**src/verilog/qcs_pkg.sv**
```systemverilog
// qcs_pkg: constants shared by the qos classifier/scheduler block
// assumes a 32-bit classic wishbone register bus and one core clock
package qcs_pkg;
  localparam int QCS_NQ = 4;
  localparam int QCS_QW = 2;
  localparam int QCS_COSW = 3;
  localparam int QCS_DSCPW = 6;
  localparam int QCS_NDSCP = 64;
  localparam int QCS_NCOS = 8;
  localparam int QCS_WW = 4;
  // register byte offsets
  localparam logic [7:0] QCS_OFS_CTRL = 8'h00;
  localparam logic [7:0] QCS_OFS_PORT = 8'h04;
  localparam logic [7:0] QCS_OFS_COSMAP = 8'h08;
  localparam logic [7:0] QCS_OFS_STAT = 8'h0c;
  localparam logic [7:0] QCS_OFS_DSCP0 = 8'h10;
  localparam logic [7:0] QCS_OFS_DSCP_LAST = 8'h1c;
  localparam logic [7:0] QCS_OFS_CNT0 = 8'h20;
  localparam logic [7:0] QCS_OFS_CNT_LAST = 8'h2c;
  // fields
  localparam int QCS_CTRL_SP_BIT = 0;
  localparam int QCS_PORT_COS_LSB = 0;
  localparam int QCS_PORT_TRUST_LSB = 4;
  // reset values: cos 1,2->0  0,3->1  4,5->2  6,7->3
  localparam logic [15:0] QCS_COSMAP_RST = 16'hfa41;
  localparam logic [31:0] QCS_DSCP_WORD_RST = 32'h0000_0000;
  localparam logic [3:0] QCS_W3 = 4'h8;
  localparam logic [3:0] QCS_W2 = 4'h4;
  localparam logic [3:0] QCS_W1 = 4'h2;
  localparam logic [3:0] QCS_W0 = 4'h1;
  typedef enum logic [1:0] {
    QCS_TRUST_COS = 2'h0,
    QCS_TRUST_DSCP = 2'h1,
    QCS_TRUST_COS_FIRST = 2'h3,
    QCS_TRUST_DSCP_FIRST = 2'h2
  } qcs_trust_t;
  typedef enum logic [1:0] {
    QCS_S_IDLE = 2'h0,
    QCS_S_SEND = 2'h1
  } qcs_state_t;
endpackage

```
**src/verilog/qcs_sched.sv**
```systemverilog
// qcs_sched: egress scheduler over four queues, strict or 8:4:2:1 weighted
// assumes egress raises done_i for one cycle when the granted packet has left
`timescale 1ns/10ps
module qcs_sched
  import qcs_pkg::*;
(
  input wire logic clk_i,
  input wire logic rst_i,
  input wire logic strict_i,
  input wire logic [QCS_NQ-1:0] q_nonempty_i,
  input wire logic done_i,
  output logic grant_valid_o,
  output logic [QCS_QW-1:0] grant_q_o,
  output logic busy_o
);
  qcs_state_t state_reg, state_next;
  logic [QCS_QW-1:0] q_reg, q_next;
  logic [QCS_QW-1:0] cur_reg, cur_next;
  logic [QCS_WW-1:0] cnt_reg, cnt_next;
  logic [QCS_WW-1:0] weight [QCS_NQ];

  assign weight[3] = QCS_W3;
  assign weight[2] = QCS_W2;
  assign weight[1] = QCS_W1;
  assign weight[0] = QCS_W0;

  always_comb begin
    logic found;
    logic [QCS_QW-1:0] c;
    logic [QCS_WW-1:0] n;
    found = 1'b0;
    c = cur_reg;
    n = cnt_reg;
    state_next = state_reg;
    q_next = q_reg;
    cur_next = cur_reg;
    cnt_next = cnt_reg;
    case (state_reg)
      QCS_S_IDLE: begin
        // the scheme is only looked at here, so a change waits for the packet to end
        if (strict_i) begin
          for (int i = 0; i < QCS_NQ; i++) begin
            if (q_nonempty_i[i]) begin
              q_next = QCS_QW'(i);
              found = 1'b1;
            end
          end
        end else begin
          // weighted walk from queue 3 down, then wrap to a new round
          for (int k = 0; k < QCS_NQ + 1; k++) begin
            if (!found) begin
              if (q_nonempty_i[c] && n < weight[c]) begin
                found = 1'b1;
                q_next = c;
                cur_next = c;
                cnt_next = n + 4'h1;
              end else begin
                c = (c == '0) ? QCS_QW'(QCS_NQ - 1) : c - 2'h1;
                n = '0;
              end
            end
          end
        end
        if (found) begin
          state_next = QCS_S_SEND;
        end
      end
      QCS_S_SEND: begin
        if (done_i) begin
          state_next = QCS_S_IDLE;
        end
      end
      default: state_next = QCS_S_IDLE;
    endcase
  end

  always_ff @(posedge clk_i) begin
    if (rst_i) begin
      state_reg <= QCS_S_IDLE;
      q_reg <= '0;
      cur_reg <= QCS_QW'(QCS_NQ - 1);
      cnt_reg <= '0;
    end else begin
      state_reg <= state_next;
      q_reg <= q_next;
      cur_reg <= cur_next;
      cnt_reg <= cnt_next;
    end
  end

  assign grant_valid_o = (state_reg == QCS_S_SEND);
  assign grant_q_o = q_reg;
  assign busy_o = grant_valid_o;
endmodule

```
**src/verilog/qcs_top.sv**
```systemverilog
// qcs_top: per-port frame classifier onto four egress queues plus scheduler
// assumes ingress offers one frame descriptor per cycle via cls_valid_i,
// egress takes grants and pulses done_i; registers over classic wishbone
//
// Contract
// - four egress queues numbered 0 lowest to 3 highest
// - weighted mode serves 8,4,2,1 packets per round from queue 3 down to 0
// - strict mode always serves the highest non-empty queue
// - a tagged frame's 3-bit priority is taken as unsigned 0 to 7
// - untagged frames take the port default priority, tagged frames their own
// - programmable priority to queue table, reset 1,2->0 0,3->1 4,5->2 6,7->3
// - priority-only trust, the reset default, uses the priority table only
// - dscp-only trust uses the dscp table only
// - priority-first uses priority table for tagged or non-ipv4 frames, else dscp table
// - dscp-first uses dscp table for ipv4 frames, else priority table
// - programmable dscp table, one queue entry per dscp value from 0
`timescale 1ns/10ps
module qcs_top
  import qcs_pkg::*;
(
  input wire logic clk_i,
  input wire logic rst_i,
  input wire logic cyc_i,
  input wire logic stb_i,
  input wire logic we_i,
  input wire logic [7:0] adr_i,
  input wire logic [3:0] sel_i,
  input wire logic [31:0] dat_i,
  output logic [31:0] dat_o,
  output logic ack_o,
  output logic err_o,
  input wire logic cls_valid_i,
  input wire logic cls_tagged_i,
  input wire logic [QCS_COSW-1:0] cls_pcp_i,
  input wire logic cls_ipv4_i,
  input wire logic [7:0] cls_tos_i,
  output logic cls_valid_o,
  output logic [QCS_QW-1:0] cls_queue_o,
  output logic [QCS_COSW-1:0] cls_pcp_o,
  input wire logic [QCS_NQ-1:0] q_nonempty_i,
  input wire logic done_i,
  output logic grant_valid_o,
  output logic [QCS_QW-1:0] grant_q_o
);
  logic strict_reg, strict_next;
  logic [QCS_COSW-1:0] dflt_cos_reg, dflt_cos_next;
  logic [1:0] trust_reg, trust_next;
  logic [2*QCS_NCOS-1:0] cosmap_reg, cosmap_next;
  logic [31:0] dscp_reg [4];
  logic [31:0] dscp_next [4];
  logic ack_reg, ack_next;
  logic err_reg, err_next;
  logic [31:0] rdat_reg, rdat_next;
  logic [31:0] cnt_reg [QCS_NQ];
  logic [31:0] cnt_next [QCS_NQ];
  logic ovalid_reg, ovalid_next;
  logic [QCS_QW-1:0] oq_reg, oq_next;
  logic [QCS_COSW-1:0] opcp_reg, opcp_next;
  logic sched_busy;

  function automatic logic [31:0] qcs_merge(input logic [31:0] old, input logic [31:0] d,
                                            input logic [3:0] s);
    logic [31:0] r;
    r = old;
    for (int b = 0; b < 4; b++) begin
      if (s[b]) begin
        r[8*b +: 8] = d[8*b +: 8];
      end
    end
    return r;
  endfunction

  // register bus: one wait-free ack, or err for an unmapped address, the cycle after the request is seen
  always_comb begin
    logic req;
    logic [31:0] w;
    req = cyc_i && stb_i && !ack_reg && !err_reg;
    w = '0;
    strict_next = strict_reg;
    dflt_cos_next = dflt_cos_reg;
    trust_next = trust_reg;
    cosmap_next = cosmap_reg;
    for (int j = 0; j < 4; j++) begin
      dscp_next[j] = dscp_reg[j];
    end
    ack_next = 1'b0;
    err_next = 1'b0;
    rdat_next = rdat_reg;
    if (req) begin
      ack_next = 1'b1;
      rdat_next = '0;
      case (adr_i)
        QCS_OFS_CTRL: begin
          rdat_next[QCS_CTRL_SP_BIT] = strict_reg;
          if (we_i) begin
            w = qcs_merge({31'h0, strict_reg}, dat_i, sel_i);
            strict_next = w[QCS_CTRL_SP_BIT];
          end
        end
        QCS_OFS_PORT: begin
          rdat_next[QCS_PORT_COS_LSB +: QCS_COSW] = dflt_cos_reg;
          rdat_next[QCS_PORT_TRUST_LSB +: 2] = trust_reg;
          if (we_i) begin
            w = qcs_merge(rdat_next, dat_i, sel_i);
            dflt_cos_next = w[QCS_PORT_COS_LSB +: QCS_COSW];
            trust_next = w[QCS_PORT_TRUST_LSB +: 2];
          end
        end
        QCS_OFS_COSMAP: begin
          rdat_next[2*QCS_NCOS-1:0] = cosmap_reg;
          if (we_i) begin
            w = qcs_merge(rdat_next, dat_i, sel_i);
            cosmap_next = w[2*QCS_NCOS-1:0];
          end
        end
        QCS_OFS_STAT: begin
          rdat_next[0] = sched_busy;
          rdat_next[1] = strict_reg;
          rdat_next[QCS_NQ+1:2] = q_nonempty_i;
        end
        default: begin
          if (adr_i >= QCS_OFS_DSCP0 && adr_i <= QCS_OFS_DSCP_LAST && adr_i[1:0] == 2'h0) begin
            rdat_next = dscp_reg[adr_i[3:2]];
            if (we_i) begin
              dscp_next[adr_i[3:2]] = qcs_merge(dscp_reg[adr_i[3:2]], dat_i, sel_i);
            end
          end else if (adr_i >= QCS_OFS_CNT0 && adr_i <= QCS_OFS_CNT_LAST &&
                       adr_i[1:0] == 2'h0) begin
            rdat_next = cnt_reg[adr_i[3:2]];
          end else begin
            ack_next = 1'b0;
            err_next = 1'b1;
          end
        end
      endcase
    end
  end

  always_ff @(posedge clk_i) begin
    if (rst_i) begin
      strict_reg <= 1'b0;
      dflt_cos_reg <= '0;
      trust_reg <= QCS_TRUST_COS;
      cosmap_reg <= QCS_COSMAP_RST;
      for (int j = 0; j < 4; j++) begin
        dscp_reg[j] <= QCS_DSCP_WORD_RST;
      end
      ack_reg <= 1'b0;
      err_reg <= 1'b0;
      rdat_reg <= '0;
    end else begin
      strict_reg <= strict_next;
      dflt_cos_reg <= dflt_cos_next;
      trust_reg <= trust_next;
      cosmap_reg <= cosmap_next;
      for (int j = 0; j < 4; j++) begin
        dscp_reg[j] <= dscp_next[j];
      end
      ack_reg <= ack_next;
      err_reg <= err_next;
      rdat_reg <= rdat_next;
    end
  end

  assign ack_o = ack_reg;
  assign err_o = err_reg;
  assign dat_o = rdat_reg;

  // classifier: one registered result per offered frame
  always_comb begin
    logic [QCS_COSW-1:0] pcp;
    logic [QCS_DSCPW-1:0] dscp;
    logic [QCS_QW-1:0] qc;
    logic [QCS_QW-1:0] qd;
    logic [31:0] dw;
    pcp = cls_tagged_i ? cls_pcp_i : dflt_cos_reg;
    dscp = cls_tos_i[7:2];
    qc = cosmap_reg[2*pcp +: 2];
    dw = dscp_reg[dscp[5:4]];
    qd = dw[2*dscp[3:0] +: 2];
    ovalid_next = cls_valid_i;
    opcp_next = cls_valid_i ? pcp : opcp_reg;
    oq_next = oq_reg;
    if (cls_valid_i) begin
      case (trust_reg)
        QCS_TRUST_COS: oq_next = qc;
        QCS_TRUST_DSCP: oq_next = qd;
        QCS_TRUST_COS_FIRST: oq_next = cls_tagged_i ? qc : (cls_ipv4_i ? qd : qc);
        QCS_TRUST_DSCP_FIRST: oq_next = cls_ipv4_i ? qd : qc;
        default: oq_next = qc;
      endcase
    end
  end

  always_ff @(posedge clk_i) begin
    if (rst_i) begin
      ovalid_reg <= 1'b0;
      oq_reg <= '0;
      opcp_reg <= '0;
    end else begin
      ovalid_reg <= ovalid_next;
      oq_reg <= oq_next;
      opcp_reg <= opcp_next;
    end
  end

  // sent-packet statistics, one counter per egress queue, counted on done
  always_comb begin
    for (int i = 0; i < QCS_NQ; i++) begin
      cnt_next[i] = cnt_reg[i];
      if (grant_valid_o && done_i && grant_q_o == QCS_QW'(i)) begin
        cnt_next[i] = cnt_reg[i] + 32'h1;
      end
    end
  end

  always_ff @(posedge clk_i) begin
    if (rst_i) begin
      for (int i = 0; i < QCS_NQ; i++) begin
        cnt_reg[i] <= '0;
      end
    end else begin
      for (int i = 0; i < QCS_NQ; i++) begin
        cnt_reg[i] <= cnt_next[i];
      end
    end
  end

  assign cls_valid_o = ovalid_reg;
  assign cls_queue_o = oq_reg;
  assign cls_pcp_o = opcp_reg;

  qcs_sched u_sched (
    .clk_i(clk_i),
    .rst_i(rst_i),
    .strict_i(strict_reg),
    .q_nonempty_i(q_nonempty_i),
    .done_i(done_i),
    .grant_valid_o(grant_valid_o),
    .grant_q_o(grant_q_o),
    .busy_o(sched_busy)
  );
endmodule

```
**config.mk**
```make
export PLATFORM = sky130hd
export DESIGN_NAME = qcs_top
export DESIGN_NICKNAME = d
export VERILOG_FILES = /design/src/verilog/qcs_pkg.sv /design/src/verilog/qcs_sched.sv /design/src/verilog/qcs_top.sv
export SDC_FILE = /design/constraint.sdc
export NUM_CORES = 1
export LEC_CHECK = 0
export BUFFER_PORTS_ARGS = -buffer_cell sky130_fd_sc_hd__buf_4
export CAP_MARGIN = 20
export CORE_MARGIN = 2
export CORE_UTILIZATION = 55
export CTS_CLUSTER_SIZE = 16
export DETAILED_ROUTE_END_ITERATION = 12
export GPL_ROUTABILITY_DRIVEN = 0
export PLACE_DENSITY = 0.71
export SYNTH_ARGS = -nofsm -noshare
export SYNTH_HDL_FRONTEND = slang
export SYNTH_SLANG_ARGS = --single-unit
export TNS_END_PERCENT = 30
```
**constraint.sdc**
```tcl
create_clock -name clk_i -period 15.75 [get_ports clk_i]
set_input_delay 0.7875 -clock clk_i [delete_from_list [all_inputs] [get_ports clk_i]]
set_output_delay 0.7875 -clock clk_i [all_outputs]
set_load 0.01 [all_outputs]
```
==> impl_metrics.json <==
{
  "power_density_nw_per_um2": 133,
  "rsz0062_at_grt": "false",
  "synthCells": 1826,
  "grt_pass1_vias": 13756,
  "cpMostUsedCell": "a21oi_1",
  "period_share_pct": 62.0,
  "clk_latency_ns": 0.52,
  "critical-path-slowest-cell": "a211oi_1",
  "ys_seq_elements": 327,
  "synth.distinct_cells": 74,
  "tritoncts": "built",
  "fin_area_sq_um": 19500,
  "ys_warn_count": 0,
  "path_max_fanout": 11,
  "antenna_found_initial": 0,
  "cp_data_required_time_ns": 16.19,
  "post_cts_buffers": 0,
  "cts.clk_slew.worst_paths_ns": 0.06,
  "syn_to_final_growth_pct": 12.6,
  "cts_sinks": 327,
  "dieArea_sq_um": 33000,
  "maxCapViolations": 0,
  "slew_violations": 0,
  "vias": 14490,
  "row_count": 65,
  "die_y_microns": 182,
  "p_total_mw": 2.60,
  "pin_count": 111,
  "fin_crit_ns": 9.76,
  "place_area_sq_um": 18300,
  "n_fill_cell": 2548,
  "utilization_pct": 62.4,
  "fin_skew_ns": 0.0225,
  "fin_tns_setup_ns": 0,
  "yosysTopAreaCellShare_pct": 37.8,
  "drt_iter0_drc": 1279,
  "worstMarginPinSlew_ns": 1.08,
  "synth.largest_area_cell": "dfxtp_1",
  "synthArstFlopShare_pct": 0,
  "vias_per_cell": 6.34,
  "wl_per_cell_microns": 20.6,
  "ys_top_cells_by_area": "dfxtp_1, mux4_2, nor2_1",
  "rrSetupSlack_ns": 5.99,
  "cts_made_buffers": 36,
  "maxSlewHeadroom_pct": 27.7,
  "syn_area_sq_um": 17300,
  "ir_drop_mv": 0.0886,
  "synth_nets": 1920,
  "layout-drive-gt1-share_pct": 17.0,
  "holdPathEnd": "cls_pcp_o[2]$_SDFFE_PP0P_",
  "arrival_ns": 10.20,
  "holdCritStartpoint": "cls_pcp_o[2]$_SDFFE_PP0P_",
  "syn_area_per_cell_sq_um": 9.50,
  "end_kind": "flop",
  "drc": 0,
  "synth-main-ff-cell": "dfxtp_1",
  "yosys-top-cells-count": "nor2_1, dfxtp_1, a211oi_1, mux4_2, clkbuf_1",
  "htree_levels": 2,
  "setup_violations": 0,
  "max_stage_delay_ns": 0.65,
  "dr.pass1.iters": 5,
  "ant_nets": 0,
  "final-hold-violation-count": 0,
  "max_freq_ghz": 0.102,
  "grt_usage_pct": 28.5,
  "synth_edf_count": 0,
  "r2r_end": "u_sched.cnt_reg[1]$_SDFFE_PP0P_",
  "core_sq_um": 31300,
  "ys_seq_area_share_pct": 37.8,
  "hold_class": "flop to flop",
  "cts_buffer_depth": 3,
  "holdBufCountCts": 0,
  "hpwl_mm": 31.9,
  "initial_utilization_pct": 55.4,
  "start_kind": "flop",
  "fin_nets": 1952,
  "grt_pass1_wl_mm": 75.5,
  "grt_remaining_overflow": 0,
  "status": "completed",
  "cts_root_buf": "clkbuf_16",
  "die_x_microns": 182,
  "grt_max_degree": 133,
  "wirelength_mm": 47.1,
  "critPathKind": "flop to flop",
  "p_leak_nw": 6.99,
  "antenna_cells": 0,
  "worst-r2r-cell-count": 42,
  "cts_resized": 0,
  "whs_path_depth": 2,
  "synth.most_common_cell": "nor2_1",
  "r2r-start": "u_sched.cur_reg[1]$_SDFFE_PP1P_",
  "io_buffers": 108
}
-- where the power goes --
part	leakage, nW	internal [mW]	switching (mW)	total [mW]
Combinational	3.76	0.323	0.556	0.878
Sequential	2.64	0.843	0.0221	0.865
Clock	0.592	0.519	0.338	0.857
-- per-layer routing --
layer	wire length, microns	global-route usage (%)	vias to the layer above
met1	20100	38.8	7040
met3	3140	4.35	104
met4	1650	9.76	0
met2	22200	46.5	523
li1	-	-	6823
met5	0	0	-
-- layout by cell type, fill, tap and decap left out, drive strengths merged, types with 7 or more instances in the layout --
| cell type | instances |
|---|---|
| nand2 | 105 |
| nor3 | 36 |
| xor2 | 87 |
| dfxtp | 327 |
| or3 | 18 |
| nand3 | 63 |
| a211oi | 148 |
| o211ai | 10 |
| ha | 26 |
| a221oi | 25 |
| and3 | 28 |
| nor2 | 350 |
| nand2b | 7 |
| buf | 122 |
| clkbuf | 57 |
| xnor2 | 21 |
| nor2b | 19 |
| mux2i | 68 |
| a21oi | 47 |
| inv | 20 |
| a222oi | 10 |
| mux4 | 112 |
| a211o | 12 |
| a21o | 8 |
| o21ai | 35 |
| nand4 | 24 |
| and4 | 21 |
-- how the worst max path moves through the flow --
stage | from | to | slack, ns | cells past startpoint
4_1_cts | u_sched.cur_reg[1]$_SDFFE_PP1P_ | u_sched.cnt_reg[1]$_SDFFE_PP0P_ | 6.10 | 42
3_3_place_gp | u_sched.cur_reg[0]$_SDFFE_PP1P_ | u_sched.cnt_reg[1]$_SDFFE_PP0P_ | 6.31 | 41
2_1_floorplan | u_sched.cur_reg[1]$_SDFFE_PP1P_ | u_sched.cnt_reg[1]$_SDFFE_PP0P_ | 7.50 | 41
3_5_place_dp | u_sched.cur_reg[0]$_SDFFE_PP1P_ | u_sched.cnt_reg[1]$_SDFFE_PP0P_ | 6.17 | 41
6_report | u_sched.cur_reg[1]$_SDFFE_PP1P_ | u_sched.cnt_reg[1]$_SDFFE_PP0P_ | 5.99 | 42
5_1_grt | u_sched.cur_reg[0]$_SDFFE_PP1P_ | u_sched.cnt_reg[1]$_SDFFE_PP0P_ | 5.02 | 41
-- cells by family after synthesis --
group	Yosys count	synth area share, %
flops	327	37.8
buf+inv	148	3.27
compound gates	337	14.3
simple gates	694	18.4
fa+ha+maj	26	1.88
mux	186	18.9
xor+xnor	108	5.46
-- worst max-delay path: cells and delay by family, from the launching register on --
kind	cells	cell delay, ns
AOI/OAI and AO/OA	20	4.81
DFF	1	0.56
muxes	1	0.41
and+or+nand+nor	12	1.96
adders and majority gates	6	1.53
buffers and inverters	3	0.41
-- layout make-up --
cell class / instances / area [sq um] / share of cell area, %
multi-input combinational: 1351 / 10300 / 52.5
sequential: 327 / 6550 / 33.5
clock buffer: 57 / 1110 / 5.70
timing repair buffer: 122 / 923 / 4.73
tap: 402 / 503 / 2.58
clock inverter: 8 / 106 / 0.545
inverter: 20 / 75.1 / 0.384
-- stage by stage --
| stage | cells | hold slack [ns] | setup slack (ns) |
|---|---|---|---|
| 2_1_floorplan | 1826 | 0.451 | 7.50 |
| 3_3_place_gp | 2222 | 0.468 | 6.31 |
| 3_5_place_dp | 2222 | 0.479 | 6.17 |
| 4_1_cts | 2287 | 0.481 | 6.10 |
| 5_1_grt | 2287 | 0.482 | 5.02 |
| 6_report | 2287 | 0.486 | 5.99 |
Power figures use the tool's default switching activity.
